--- src/tccc_pkg.sv ---
// Shared constants of the timer channel compare control block
package tccc_pkg;
	localparam int unsigned REG_W      = 8;
	localparam int unsigned IDX_W      = 4;
	localparam int unsigned AXI_ADDR_W = 8;
	localparam logic [3:0]  IDX_MODE_SEL = 4'h0;
	localparam logic [3:0]  IDX_FORCE    = 4'h1;
	localparam logic [3:0]  IDX_OVR_MASK = 4'h2;
	localparam logic [3:0]  IDX_OVR_DATA = 4'h3;
	localparam logic [3:0]  IDX_CNT_HI   = 4'h4;
	localparam logic [3:0]  IDX_CNT_LO   = 4'h5;
	localparam logic [3:0]  IDX_SYSCTL1  = 4'h6;
	localparam logic [3:0]  IDX_TOG_OVF  = 4'h7;
	localparam logic [3:0]  IDX_ACT_HI   = 4'h8;
	localparam logic [3:0]  IDX_ACT_LO   = 4'h9;
	localparam logic [3:0]  IDX_EDGE_HI  = 4'ha;
	localparam logic [3:0]  IDX_EDGE_LO  = 4'hb;
	localparam logic [3:0]  IDX_IRQ_EN   = 4'hc;
	localparam logic [3:0]  IDX_SYSCTL2  = 4'hd;
	localparam logic [3:0]  IDX_CH_FLAGS = 4'he;
	localparam logic [3:0]  IDX_OVF_FLAG = 4'hf;
	localparam logic [7:0]  CH_MASK      = 8'hfc;
	localparam logic [7:0]  LO_PAIR_MASK = 8'hf0;
	localparam logic [7:0]  SC1_MASK     = 8'hf0;
	localparam logic [7:0]  SC2_MASK     = 8'h8f;
	localparam logic [7:0]  RST_VAL      = 8'h00;
	localparam int unsigned RUN_EN_BIT   = 7;
	localparam int unsigned HALT_WAIT_BIT = 6;
	localparam int unsigned HALT_FRZ_BIT = 5;
	localparam int unsigned FAST_CLR_BIT = 4;
	localparam int unsigned OVF_IRQ_BIT  = 7;
	localparam int unsigned CNT_RST_BIT  = 3;
	localparam int unsigned OVF_FLAG_BIT = 7;
	localparam logic [1:0]  ACT_TOGGLE   = 2'h1;
	localparam logic [1:0]  ACT_CLEAR    = 2'h2;
	localparam logic [1:0]  ACT_SET      = 2'h3;
	localparam logic [1:0]  RESP_OKAY    = 2'h0;
	localparam logic [1:0]  RESP_SLVERR  = 2'h2;
endpackage : tccc_pkg

--- src/tccc_reg_if.sv ---
// Register access carrier between bus slave and core
`timescale 1ns/10ps
`default_nettype none
interface tccc_reg_if;
	import tccc_pkg::*;
	logic             wr_en;
	logic [IDX_W-1:0] wr_idx;
	logic [REG_W-1:0] wr_data;
	logic             rd_en;
	logic [IDX_W-1:0] rd_idx;
	logic [REG_W-1:0] rd_data;
	modport bus  (output wr_en, wr_idx, wr_data, rd_en, rd_idx, input rd_data);
	modport core (input wr_en, wr_idx, wr_data, rd_en, rd_idx, output rd_data);
endinterface : tccc_reg_if
`default_nettype wire

--- src/tccc_axil.sv ---
// AXI4-Lite slave front end for the register file
`timescale 1ns/10ps
`default_nettype none
module tccc_axil
	import tccc_pkg::*;
(
	// Clock and reset
	input  wire logic                  aclk,
	input  wire logic                  aresetn,
	// Write channels
	input  wire logic [AXI_ADDR_W-1:0] awaddr,
	input  wire logic                  awvalid,
	output logic                       awready,
	input  wire logic [31:0]           wdata,
	input  wire logic [3:0]            wstrb,
	input  wire logic                  wvalid,
	output logic                       wready,
	output logic      [1:0]            bresp,
	output logic                       bvalid,
	input  wire logic                  bready,
	// Read channels
	input  wire logic [AXI_ADDR_W-1:0] araddr,
	input  wire logic                  arvalid,
	output logic                       arready,
	output logic      [31:0]           rdata,
	output logic      [1:0]            rresp,
	output logic                       rvalid,
	input  wire logic                  rready,
	// Core side
	tccc_reg_if.bus                    rg
);
	typedef struct packed {
		logic             aw_got;
		logic [IDX_W-1:0] aw_idx;
		logic             aw_bad;
		logic             w_got;
		logic [7:0]       w_data;
		logic             w_lane;
		logic             awready;
		logic             wready;
		logic             bvalid;
		logic [1:0]       bresp;
		logic             arready;
		logic             rvalid;
		logic [31:0]      rdata;
		logic [1:0]       rresp;
	} tccc_axs_t;
	tccc_axs_t st_r, st_nxt;
	logic ar_bad;
	assign ar_bad     = araddr[AXI_ADDR_W-1:IDX_W+2] != '0;
	assign rg.rd_idx  = araddr[IDX_W+1:2];
	assign rg.rd_en   = arvalid & st_r.arready & ~ar_bad;
	assign rg.wr_idx  = st_r.aw_idx;
	assign rg.wr_data = st_r.w_data;
	assign rg.wr_en   = st_r.aw_got & st_r.w_got & ~st_r.aw_bad & st_r.w_lane;
	always_comb begin
		st_nxt = st_r;
		if (awvalid && st_r.awready) begin
			st_nxt.aw_got = 1'b1;
			st_nxt.aw_idx = awaddr[IDX_W+1:2];
			st_nxt.aw_bad = awaddr[AXI_ADDR_W-1:IDX_W+2] != '0;
		end
		if (wvalid && st_r.wready) begin
			st_nxt.w_got  = 1'b1;
			st_nxt.w_data = wdata[7:0];
			st_nxt.w_lane = wstrb[0];
		end
		if (st_r.bvalid && bready) begin
			st_nxt.bvalid = 1'b0;
		end
		if (st_r.aw_got && st_r.w_got) begin
			st_nxt.aw_got = 1'b0;
			st_nxt.w_got  = 1'b0;
			st_nxt.bvalid = 1'b1;
			st_nxt.bresp  = st_r.aw_bad ? RESP_SLVERR : RESP_OKAY;
		end
		if (st_r.rvalid && rready) begin
			st_nxt.rvalid = 1'b0;
		end
		if (arvalid && st_r.arready) begin
			st_nxt.rvalid = 1'b1;
			st_nxt.rdata  = ar_bad ? 32'h0 : {24'h0, rg.rd_data};
			st_nxt.rresp  = ar_bad ? RESP_SLVERR : RESP_OKAY;
		end
		st_nxt.awready = ~st_nxt.aw_got & ~st_nxt.bvalid;
		st_nxt.wready  = ~st_nxt.w_got & ~st_nxt.bvalid;
		st_nxt.arready = ~st_nxt.rvalid;
	end
	always_ff @(posedge aclk) begin
		if (!aresetn) begin
			st_r <= '0;
		end else begin
			st_r <= st_nxt;
		end
	end
	assign awready = st_r.awready;
	assign wready  = st_r.wready;
	assign bvalid  = st_r.bvalid;
	assign bresp   = st_r.bresp;
	assign arready = st_r.arready;
	assign rvalid  = st_r.rvalid;
	assign rdata   = st_r.rdata;
	assign rresp   = st_r.rresp;
endmodule : tccc_axil
`default_nettype wire

--- src/tccc_sync.sv ---
// Three-stage pin synchroniser with agreement filter
`timescale 1ns/10ps
`default_nettype none
module tccc_sync #(
	parameter int unsigned W = 8
) (
	// Clock and reset
	input  wire logic         aclk,
	input  wire logic         aresetn,
	// Data
	input  wire logic [W-1:0] d,
	output logic      [W-1:0] q
);
	typedef struct packed {
		logic [W-1:0] s1;
		logic [W-1:0] s2;
		logic [W-1:0] s3;
		logic [W-1:0] q;
	} tccc_sync_t;
	tccc_sync_t st_r, st_nxt;
	always_comb begin
		st_nxt    = st_r;
		st_nxt.s1 = d;
		st_nxt.s2 = st_r.s1;
		st_nxt.s3 = st_r.s2;
		st_nxt.q  = (~(st_r.s2 ^ st_r.s3) & st_r.s3) | ((st_r.s2 ^ st_r.s3) & st_r.q);
	end
	always_ff @(posedge aclk) begin
		if (!aresetn) begin
			st_r <= '0;
		end else begin
			st_r <= st_nxt;
		end
	end
	assign q = st_r.q;
endmodule : tccc_sync
`default_nettype wire

--- src/tccc_top.sv ---
// Timer channel mode, force and channel 7 override logic
//
// Design decision made here: register access over AXI4-Lite.
`timescale 1ns/10ps
`default_nettype none
// Function
// - Channel 7 pin serves capture/compare and also feeds the pulse accumulator
// - Mode bit 0 means input capture, 1 means output compare, channels 7..2
// - Force register always reads back as zero
// - Force bit runs the programmed compare pin action without setting the flag
// - Force and real match together: forced action applied, flag stays clear
// - Channel 7 compare beats channels 6..2 on pins it controls
// - Mask bit makes pin an output when that channel is in compare mode
// - Channel 7 compare drives each masked compare-mode pin to its override data bit
// - Registers decode at base plus fixed offset, counter split in two bytes
// - Run enable low halts the counter; high lets it run except in wait or freeze with that halt bit set
// - Override data supplies pin levels for masked pins on channel 7 compare
module tccc_top
	import tccc_pkg::*;
(
	// Clock and reset
	input  wire logic                  aclk,
	input  wire logic                  aresetn,
	// AXI4-Lite write
	input  wire logic [AXI_ADDR_W-1:0] awaddr,
	input  wire logic                  awvalid,
	output logic                       awready,
	input  wire logic [31:0]           wdata,
	input  wire logic [3:0]            wstrb,
	input  wire logic                  wvalid,
	output logic                       wready,
	output logic      [1:0]            bresp,
	output logic                       bvalid,
	input  wire logic                  bready,
	// AXI4-Lite read
	input  wire logic [AXI_ADDR_W-1:0] araddr,
	input  wire logic                  arvalid,
	output logic                       arready,
	output logic      [31:0]           rdata,
	output logic      [1:0]            rresp,
	output logic                       rvalid,
	input  wire logic                  rready,
	// Timer pins
	input  wire logic                  ch7_timer_pin_in,
	input  wire logic                  ch6_timer_pin_in,
	input  wire logic                  ch5_timer_pin_in,
	input  wire logic                  ch4_timer_pin_in,
	input  wire logic                  ch3_timer_pin_in,
	input  wire logic                  ch2_timer_pin_in,
	output logic                       ch7_timer_pin_out,
	output logic                       ch6_timer_pin_out,
	output logic                       ch5_timer_pin_out,
	output logic                       ch4_timer_pin_out,
	output logic                       ch3_timer_pin_out,
	output logic                       ch2_timer_pin_out,
	output logic                       ch7_timer_pin_oe,
	output logic                       ch6_timer_pin_oe,
	output logic                       ch5_timer_pin_oe,
	output logic                       ch4_timer_pin_oe,
	output logic                       ch3_timer_pin_oe,
	output logic                       ch2_timer_pin_oe,
	// Compare logic and chip modes
	input  wire logic [7:2]            cmp_match,
	input  wire logic                  mcu_wait,
	input  wire logic                  mcu_freeze,
	output logic      [15:0]           main_counter,
	output logic                       pulse_acc_in,
	output logic                       irq
);
	typedef struct packed {
		logic [7:0]  mode;
		logic [7:0]  mask;
		logic [7:0]  data;
		logic [15:0] cnt;
		logic [7:0]  sc1;
		logic [7:0]  tog;
		logic [15:0] act;
		logic [15:0] edg;
		logic [7:0]  ie;
		logic [7:0]  sc2;
		logic [7:0]  flags;
		logic        ovf;
		logic [7:0]  pin;
		logic [7:0]  oe;
		logic [7:0]  prev;
		logic        pa;
		logic        irq;
	} tccc_core_t;

	tccc_core_t  st_r, st_nxt;
	tccc_reg_if  rg ();
	logic [7:0]  pin_raw;
	logic [7:0]  pin_s;
	logic [7:0]  force_w;
	logic [7:0]  match_w;
	logic [7:0]  rd_w;
	logic        cnt_en;
	logic        ch7_evt;
	logic        ovf_evt;
	logic        cnt_rst;
	logic [7:0]  fm_w;
	logic [7:0]  mo_w;
	logic [7:0]  ovr_w;

	tccc_axil u_axil (
		.aclk    (aclk),
		.aresetn (aresetn),
		.awaddr  (awaddr),
		.awvalid (awvalid),
		.awready (awready),
		.wdata   (wdata),
		.wstrb   (wstrb),
		.wvalid  (wvalid),
		.wready  (wready),
		.bresp   (bresp),
		.bvalid  (bvalid),
		.bready  (bready),
		.araddr  (araddr),
		.arvalid (arvalid),
		.arready (arready),
		.rdata   (rdata),
		.rresp   (rresp),
		.rvalid  (rvalid),
		.rready  (rready),
		.rg      (rg.bus)
	);

	assign pin_raw = {ch7_timer_pin_in, ch6_timer_pin_in, ch5_timer_pin_in,
		ch4_timer_pin_in, ch3_timer_pin_in, ch2_timer_pin_in, 2'b00};

	tccc_sync #(
		.W (8)
	) u_sync (
		.aclk    (aclk),
		.aresetn (aresetn),
		.d       (pin_raw),
		.q       (pin_s)
	);

	function automatic logic hit(input logic en, input logic [3:0] a, input logic [3:0] b);
		return en && (a == b);
	endfunction : hit

	function automatic logic act_apply(input logic [1:0] c, input logic p);
		case (c)
			ACT_TOGGLE: return ~p;
			ACT_CLEAR:  return 1'b0;
			ACT_SET:    return 1'b1;
			default:    return p;
		endcase
	endfunction : act_apply

	assign match_w = {cmp_match, 2'b00};
	assign force_w = hit(rg.wr_en, rg.wr_idx, IDX_FORCE) ? (rg.wr_data & CH_MASK) : 8'h00;
	assign cnt_en  = st_r.sc1[RUN_EN_BIT] & ~(mcu_wait & st_r.sc1[HALT_WAIT_BIT])
		& ~(mcu_freeze & st_r.sc1[HALT_FRZ_BIT]);
	assign ch7_evt = st_r.mode[7] & (match_w[7] | force_w[7]);
	assign cnt_rst = cnt_en & st_r.sc2[CNT_RST_BIT] & st_r.mode[7] & match_w[7];
	assign ovf_evt = cnt_en & ~cnt_rst & (st_r.cnt == 16'hffff);

	always_comb begin
		logic [7:0] set_f;
		logic [7:0] clr_f;
		logic       rise;
		logic       fall;
		logic [1:0] ec;
		logic       v;
		set_f  = 8'h00;
		clr_f  = 8'h00;
		rise   = 1'b0;
		fall   = 1'b0;
		ec     = 2'h0;
		v      = 1'b0;
		st_nxt = st_r;
		if (rg.wr_en) begin
			case (rg.wr_idx)
				IDX_MODE_SEL: st_nxt.mode = rg.wr_data & CH_MASK;
				IDX_OVR_MASK: st_nxt.mask = rg.wr_data & CH_MASK;
				IDX_OVR_DATA: st_nxt.data = rg.wr_data & CH_MASK;
				IDX_SYSCTL1:  st_nxt.sc1 = rg.wr_data & SC1_MASK;
				IDX_TOG_OVF:  st_nxt.tog = rg.wr_data & CH_MASK;
				IDX_ACT_HI:   st_nxt.act[15:8] = rg.wr_data;
				IDX_ACT_LO:   st_nxt.act[7:0] = rg.wr_data & LO_PAIR_MASK;
				IDX_EDGE_HI:  st_nxt.edg[15:8] = rg.wr_data;
				IDX_EDGE_LO:  st_nxt.edg[7:0] = rg.wr_data & LO_PAIR_MASK;
				IDX_IRQ_EN:   st_nxt.ie = rg.wr_data;
				IDX_SYSCTL2:  st_nxt.sc2 = rg.wr_data & SC2_MASK;
				IDX_CH_FLAGS: clr_f = rg.wr_data & CH_MASK;
				default:      ;
			endcase
		end
		// Counter
		if (cnt_rst) begin
			st_nxt.cnt = 16'h0000;
		end else if (cnt_en) begin
			st_nxt.cnt = st_r.cnt + 16'h0001;
		end
		// Per-channel pin action and flags
		st_nxt.prev = pin_s;
		for (int i = 2; i < 8; i++) begin
			ec   = st_r.edg[2*i+1 -: 2];
			rise = pin_s[i] & ~st_r.prev[i];
			fall = ~pin_s[i] & st_r.prev[i];
			v    = st_r.pin[i];
			if (st_r.mode[i]) begin
				if (ovf_evt && st_r.tog[i]) begin
					v = ~st_r.pin[i];
				end else if (match_w[i] || force_w[i]) begin
					v = act_apply(st_r.act[2*i+1 -: 2], st_r.pin[i]);
				end
				if (ch7_evt && st_r.mask[i]) begin
					v = st_r.data[i];
				end
				set_f[i] = match_w[i] & ~force_w[i];
			end else begin
				set_f[i] = (ec[0] & rise) | (ec[1] & fall);
			end
			st_nxt.pin[i] = v;
		end
		st_nxt.oe = st_nxt.mode & (st_nxt.mask | st_nxt.tog
			| {|st_nxt.act[15:14], |st_nxt.act[13:12], |st_nxt.act[11:10],
			|st_nxt.act[9:8], |st_nxt.act[7:6], |st_nxt.act[5:4], 2'b00});
		st_nxt.flags = (st_r.flags & ~clr_f) | set_f;
		// Overflow flag, set wins over any clear
		if (ovf_evt) begin
			st_nxt.ovf = 1'b1;
		end else if ((hit(rg.wr_en, rg.wr_idx, IDX_OVF_FLAG) && rg.wr_data[OVF_FLAG_BIT])
			|| (st_r.sc1[FAST_CLR_BIT] && (hit(rg.wr_en, rg.wr_idx, IDX_CNT_HI)
			|| hit(rg.wr_en, rg.wr_idx, IDX_CNT_LO) || hit(rg.rd_en, rg.rd_idx, IDX_CNT_HI)
			|| hit(rg.rd_en, rg.rd_idx, IDX_CNT_LO)))) begin
			st_nxt.ovf = 1'b0;
		end
		st_nxt.pa  = pin_s[7];
		st_nxt.irq = (|(st_nxt.flags & st_nxt.ie & CH_MASK)) | (st_nxt.ovf & st_nxt.sc2[OVF_IRQ_BIT]);
	end

	always_ff @(posedge aclk) begin
		if (!aresetn) begin
			st_r <= '0;
		end else begin
			st_r <= st_nxt;
		end
	end

	// Register read mux
	always_comb begin
		rd_w = RST_VAL;
		case (rg.rd_idx)
			IDX_MODE_SEL: rd_w = st_r.mode;
			IDX_FORCE:    rd_w = 8'h00;
			IDX_OVR_MASK: rd_w = st_r.mask;
			IDX_OVR_DATA: rd_w = st_r.data;
			IDX_CNT_HI:   rd_w = st_r.cnt[15:8];
			IDX_CNT_LO:   rd_w = st_r.cnt[7:0];
			IDX_SYSCTL1:  rd_w = st_r.sc1;
			IDX_TOG_OVF:  rd_w = st_r.tog;
			IDX_ACT_HI:   rd_w = st_r.act[15:8];
			IDX_ACT_LO:   rd_w = st_r.act[7:0];
			IDX_EDGE_HI:  rd_w = st_r.edg[15:8];
			IDX_EDGE_LO:  rd_w = st_r.edg[7:0];
			IDX_IRQ_EN:   rd_w = st_r.ie;
			IDX_SYSCTL2:  rd_w = st_r.sc2;
			IDX_CH_FLAGS: rd_w = st_r.flags;
			IDX_OVF_FLAG: rd_w = {st_r.ovf, 7'h00};
			default:      rd_w = RST_VAL;
		endcase
	end
	assign rg.rd_data = rd_w;

	assign ch7_timer_pin_out = st_r.pin[7];
	assign ch6_timer_pin_out = st_r.pin[6];
	assign ch5_timer_pin_out = st_r.pin[5];
	assign ch4_timer_pin_out = st_r.pin[4];
	assign ch3_timer_pin_out = st_r.pin[3];
	assign ch2_timer_pin_out = st_r.pin[2];
	assign ch7_timer_pin_oe  = st_r.oe[7];
	assign ch6_timer_pin_oe  = st_r.oe[6];
	assign ch5_timer_pin_oe  = st_r.oe[5];
	assign ch4_timer_pin_oe  = st_r.oe[4];
	assign ch3_timer_pin_oe  = st_r.oe[3];
	assign ch2_timer_pin_oe  = st_r.oe[2];
	assign main_counter      = st_r.cnt;
	assign pulse_acc_in      = st_r.pa;
	assign irq               = st_r.irq;

	// Checks
	assign fm_w  = force_w & match_w & st_r.mode & ~st_r.flags;
	assign mo_w  = match_w & ~force_w & st_r.mode;
	assign ovr_w = {8{ch7_evt}} & st_r.mode & st_r.mask;
endmodule : tccc_top
`default_nettype wire

--- config.mk ---
export PLATFORM = sky130hd
export DESIGN_NAME = tccc_top
export DESIGN_NICKNAME = d
export VERILOG_FILES = /design/src/tccc_pkg.sv /design/src/tccc_reg_if.sv /design/src/tccc_axil.sv /design/src/tccc_sync.sv /design/src/tccc_top.sv
export SDC_FILE = /design/constraint.sdc
export NUM_CORES = 1
export LEC_CHECK = 0
export ABC_AREA = 1
export CAP_MARGIN = 20
export CORE_AREA = 2 2 146 148
export CTS_CLUSTER_DIAMETER = 100
export DETAILED_ROUTE_END_ITERATION = 8
export DIE_AREA = 0 0 148 150
export DONT_BUFFER_PORTS = 1
export HOLD_SLACK_MARGIN = 0.12
export MAX_ROUTING_LAYER = met4
export PLACE_DENSITY = 0.59
export RECOVER_POWER = 25
export SLEW_MARGIN = 20
export SYNTH_ARGS = -nofsm -noshare
export SYNTH_HDL_FRONTEND = slang
export SYNTH_SLANG_ARGS = --single-unit
--- constraint.sdc ---
create_clock -name aclk -period 1.9 [get_ports aclk]
set_input_delay 0 -clock aclk [delete_from_list [all_inputs] [get_ports aclk]]
set_output_delay 0 -clock aclk [all_outputs]
set_load 0.03 [all_outputs]
# == Word level (Yosys, flattened, before mapping) ==
# Cells that the tools add are included.
# op_classes
bitwise,102
eq_ne,49
addsub,1
mux,59
n_reduce_logical,71
# ops
cell,count
$pmux 8 s16,1
$mux 8,14
$eq 4x4->1 const B,16
$mux 56,1
$and 1x1->1,48
$and 8x8->8,5
$mux 35,1
$not 1->1,34
$eq 4x3->1 const B,8
$or 8x8->8,4
$mux 1,30
$reduce_bool 5->1,6
$logic_and 1x1->1,26
$eq 2x2->1 const B,12
$mux 24,1
$pmux 1 s3,6
$reduce_and 3->1,6
$reduce_bool 3->1,6
$add 16x1->16 const B,1
$eq 16x16->1 const B,1
$eq 4x2->1 const B,4
$not 8->8,2
$reduce_or 2->1,7
$eq 2x1->1 const B,6
other kinds (12),36
# totals
elab_cells,325
out_inout_bits,71
regBits,209
inputBits,73

# == Logic depth before layout (Yosys ltp) ==
# logic_depth
ltp_word,13
depth_mapped,13

# == Hierarchy ==
# A second synthesis with hierarchy kept.
# unflattened
cells_unflattened,1212
hier_area_um2,8578.2
# modules_own_cells
mod,area_per_inst_um2,n_inst,cells_per_inst,seq_area_each_um2
tccc_top,6024.5,1,908,2262.2
tccc_axil,1514.0,1,189,620.6
tccc_sync,1039.7,1,115,640.6

# == Worst setup path before layout ==
# OpenSTA, ideal clock, no wires.
# synth_path
path_type,register -> register
start,register u_axil.st_r (netlist bit u_axil.arready)
end,register st_r (netlist bit irq)
period_less_slack_ns,1.686
n_path_buf,0
setup_ns,0.132
path_stages_with_launch,10
arrival_ns,1.554
required_ns,1.768
setup_slack_ns,0.214
path_cell_list,dfxtp_1 nand2_1 nor2_1 nand3_1 nand2_1 nand2_1 nand2_1 a21oi_1 nor2_1 a21oi_1
# synth_between
elab_chain_cells,11
word_cells_on_any_way,12
cone_classes,2 x mux; 4 x bitwise; 6 x reduce/logical
# synth_lines
element,line,text
start: declaration,tccc_axil.sv:48,"tccc_axs_t st_r, st_nxt;"
start signal: assignment,tccc_axil.sv:93,st_r <= st_nxt;
$and 1x1->1 * (2 in series),tccc_axil.sv:52,assign rg.rd_en = arvalid & st_r.arready & ~ar_bad;
$logic_and 1x1->1,tccc_top.sv:141,return en && (a == b);
$logic_or 1x1->1,tccc_top.sv:229,"|| hit(rg.wr_en, rg.wr_idx, IDX_CNT_LO) || hit(rg.rd_en, rg.rd_idx, IDX_CNT_HI)"
$logic_or 1x1->1 *,tccc_top.sv:230,"|| hit(rg.rd_en, rg.rd_idx, IDX_CNT_LO)))) begin"
$logic_and 1x1->1 *,tccc_top.sv:228,"|| (st_r.sc1[FAST_CLR_BIT] && (hit(rg.wr_en, rg.wr_idx, IDX_CNT_HI)"
$logic_or 1x1->1 *,tccc_top.sv:228,
$mux 1 *,tccc_top.sv:227,"end else if ((hit(rg.wr_en, rg.wr_idx, IDX_OVF_FLAG) && rg.wr_data[OVF_FLAG_BIT])"
$mux 1 *,tccc_top.sv:225,if (ovf_evt) begin
$and 1x1->1 *,tccc_top.sv:234,st_nxt.irq = (|(st_nxt.flags & st_nxt.ie & CH_MASK)) | (st_nxt.ovf & st_nxt.sc2[OVF_IRQ_BIT]);
$or 1x1->1 *,tccc_top.sv:234,
end signal: assignment,tccc_top.sv:241,st_r <= st_nxt;
end: declaration,tccc_top.sv:90,"tccc_core_t st_r, st_nxt;"
# Mark *: on every way between the ends. The rest lies on a longest branch, timed or not.
# A chain may end at the register's enable or synchronous reset.

# == Final worst setup path ==
# layout_path
start,register u_axil.st_r[56] in the netlist's numbering
end,register st_r (netlist bit ch7_timer_pin_oe)
# layout_between
elab_chain_cells,7
word_cells_on_any_way,9
cone_classes,2 x mux; 6 x bitwise; 1 x reduce/logical
# layout_lines
element,line,text
$and 1x1->1 * (3 in series),tccc_axil.sv:55,assign rg.wr_en = st_r.aw_got & st_r.w_got & ~st_r.aw_bad & st_r.w_lane;
$mux 24 or $mux 56 (tied branches),tccc_top.sv:175,if (rg.wr_en) begin
$or 8x8->8 or $reduce_or 2->1 (tied branches),"tccc_top.sv:220, tccc_top.sv:221",
$or 8x8->8,tccc_top.sv:221,"| {|st_nxt.act[15:14], |st_nxt.act[13:12], |st_nxt.act[11:10],"
$and 8x8->8 *,tccc_top.sv:220,st_nxt.oe = st_nxt.mode & (st_nxt.mask | st_nxt.tog
# Marked as above.

==> results.md <==
* Share of the synthesized area in the top cell type at 41.4%
* Register cell area after layout at 3370 µm²
* Share of layout cells above drive strength 1 at 9.02%
* Max VDD drop at 659 µV
* Final Max Slew Viols at 0
* Yosys top cell by area: dfxtp_1
* Hold slack at 180 ps
* Io pins at 144
* Root Buffer: clkbuf_16
* Area Overhead vs Synth at 18.5%
* Chip height at 150 µm
* RSZ-0062 raised after global routing: yes
* Max-cap violations at 0
* Crit path capture type: flop
* Core box area at 20700 µm²
* H-tree levels at 4
* CTS sink cnt at 168
* Hold path cells at 7
* DRT Pass-1 Iters at 5
* Arr. time, crit path at 2150 ps
* Async SR Flop Fraction at 0%
* Via-per-instance ratio at 4.97
* Tmin final at 1810 ps
* Global-route wire length before repair at 38600 µm
* CTS tree: built
* Sequential area share after synthesis at 41.4%
* Leak at 4.33 nW
* Worst r2r dst: ch7_timer_pin_oe$_SDFF_PN0_
* Grt ovf at 0
* GRT Overall Usage at 23.5%
* Hold path start: araddr[4]
* CP required at 2240 ps
* Setup ws final at 94.7 ps
* Critical path class: reg2reg
* Tightest Pin Transition at 569 ps
* Max_slew headroom at 61.9%
* Synth top area cells: dfxtp_1 41%, nand2_1 12%, inv_1 7.5%, nor2_1 6.1%, a21oi_1 5.7%
* Drt drc at 0
* Most instantiated cells after synthesis: 269 x nand2_1, 168 x dfxtp_1, 162 x inv_1
* Mapped Cells at 1176
* Dpl cells at 1440
* Vias at 7601
* Initial antenna violation count at 0
* Clk Latency, worst-skew pair at 440 ps
* Number of global-route vias before repair at 7032
* Die X at 148 µm
* Initial drt markers at 585
* FMAX at 554 MHz
* Fin nets at 1315
* EDFF count, synth at 0
* Synth Register Bits at 168
* RR Startpoint: u_axil.st_r[56]$_SDFF_PN0_
* Yosys cell types at 42
* Syn_area_per_cell at 6.91 µm²
* R2r worst-path depth at 8
* Largest net degree at the start of global routing at 90
* Synth Cell Area at 8120 µm²
* Clock-pin transition on the worst setup and hold timing paths at 70 ps
* Die ar. at 22200 µm²
* Clock buffer depth at 2
* # fillers at 2121
* CP startpoint kind: flop
* Multi-input gate area at 3690 µm²
* Final Hold Viols at 0
* Final setup TNS at 0 ps
* Pwr dens at 810 nW/µm²
* Port Buf Inserts at 0
* Yosys warning count at 0
* RD Place Congestion at 0.917
* # rows at 53
* Run status: finished clean
* Hold EP: u_axil.rdata[5]$_SDFFE_PN0N_
* Period utilisation layout at 95.0%
* Wire per inst at 16.4 µm
* Top FF cell, synth: dfxtp_1
* CP Max Fanout at 14
* Post-route insts no fill at 1528
* Dpl hpwl at 18300 µm
* Total wire length at 25100 µm
* Cts bufs inserted at 17
* Dpl ws at 85.8 ps
* Final setup viols at 0
* Post-route ant nets at 0
* Antenna Diode Count at 0
* Initial Utilization at 39.2%
* Cell with the most instances after synthesis: nand2_1
* R2r setup slk at 90 ps
* HP Class: in2reg
* Total power at 7.80 mW
* Layout Skew at 10.2 ps
-- worst max-delay path by stage --
stage / startpoint / end / cells past startpoint
CTS: st_r[96]$_SDFFE_PN0P_ / main_counter[6]$_SDFFE_PP0N_ / 6
floorplan: u_axil.arready$_SDFF_PN0_ / irq$_SDFF_PN0_ / 9
global placement: u_axil.rg.wr_idx[3]$_SDFFE_PN0P_ / ch2_timer_pin_oe$_SDFF_PN0_ / 7
detailed placement: u_axil.st_r[41]$_SDFFE_PN0P_ / irq$_SDFF_PN0_ / 9
finish: u_axil.st_r[56]$_SDFF_PN0_ / ch7_timer_pin_oe$_SDFF_PN0_ / 8
global route: u_axil.st_r[56]$_SDFF_PN0_ / irq$_SDFF_PN0_ / 10
-- layer usage --
layer,vias to the layer above,wire (µm),track usage (%)
met5,-,0,-
met4,0,738,9.24
met3,51,1590,4.60
met2,259,11300,36.7
met1,3472,11500,30.2
li1,3819,-,-
-- cells in the final DEF (no fill, tap or decap), types with 11 or more instances in the layout --
master,netlist,layout
inv_1,162,162
nand4_1,23,23
nand3_1,67,66
o21ai_1,9,11
dlygate4sd3_1,0,52
o21ai_0,84,82
buf_4,55,38
clkbuf_16,0,17
dfxtp_1,168,164
a21oi_1,93,92
nor2_1,133,132
nand2_1,269,267
conb_1,1,26
-- power by group --
group          internal [mW]  total, mW  switching, mW
clock                   2.00       3.63           1.64
combinational          0.167      0.521          0.354
sequential              3.57       3.65         0.0713
total                   5.74       7.80           2.06
-- cell type report --
cell class                 count  area share [%]
multi-input combinational    782            38.4
sequential                   168            35.0
timing repair buffer         106            10.3
inverter                     165            6.44
clock buffer                  17            4.42
tap                          275            3.58
clock inverter                15            1.85
-- state kept, by name, indices dropped and copies added, names as in the netlist, 4 cells and up, named ones only --
register	cells
u_sync.st_r	6
main_counter	16
u_axil.rdata	8
u_sync.st_nxt	12
u_axil.st_r	4
u_axil.rg.wr_data	8
st_r	77
u_axil.rg.wr_idx	4
-- logic make-up after synthesis --
logic type	share of synthesized area, %
xor gates and xnor gates	0.539
DFF	41.4
AOI/OAI and AO/OA	14.9
adders and majority gates	0.308
other	0.0462
and+or+nand+nor	28.1
buffers and inverters	14.7
-- per-stage QoR --
stage          util [%]  cell area [µm²]
6_report           46.5             9620
5_1_grt            46.5             9620
4_1_cts            46.3             9570
3_5_place_dp       40.6             8410
3_3_place_gp       40.6             8410
2_1_floorplan         -             8210
-- worst max-delay path, cell delays in order (launching register included) --
cell and delay, ps:
dfxtp_2 360, nand2_2 90, nor3_4 290, buf_4 170, nand4_2 100, buf_12 190, a21oi_1 200, nand4_1 140
and2_1 160
-- repair_timing --
item | CTS | global route
endpoints found under the hold margin | 153 | 0
hold buffers | 54 | 0
resized for setup | 0 | 17
setup endpoints to repair | 0 | 14
buffers inserted | 0 | 2
Note: power is estimated with default switching activity, not from simulation.
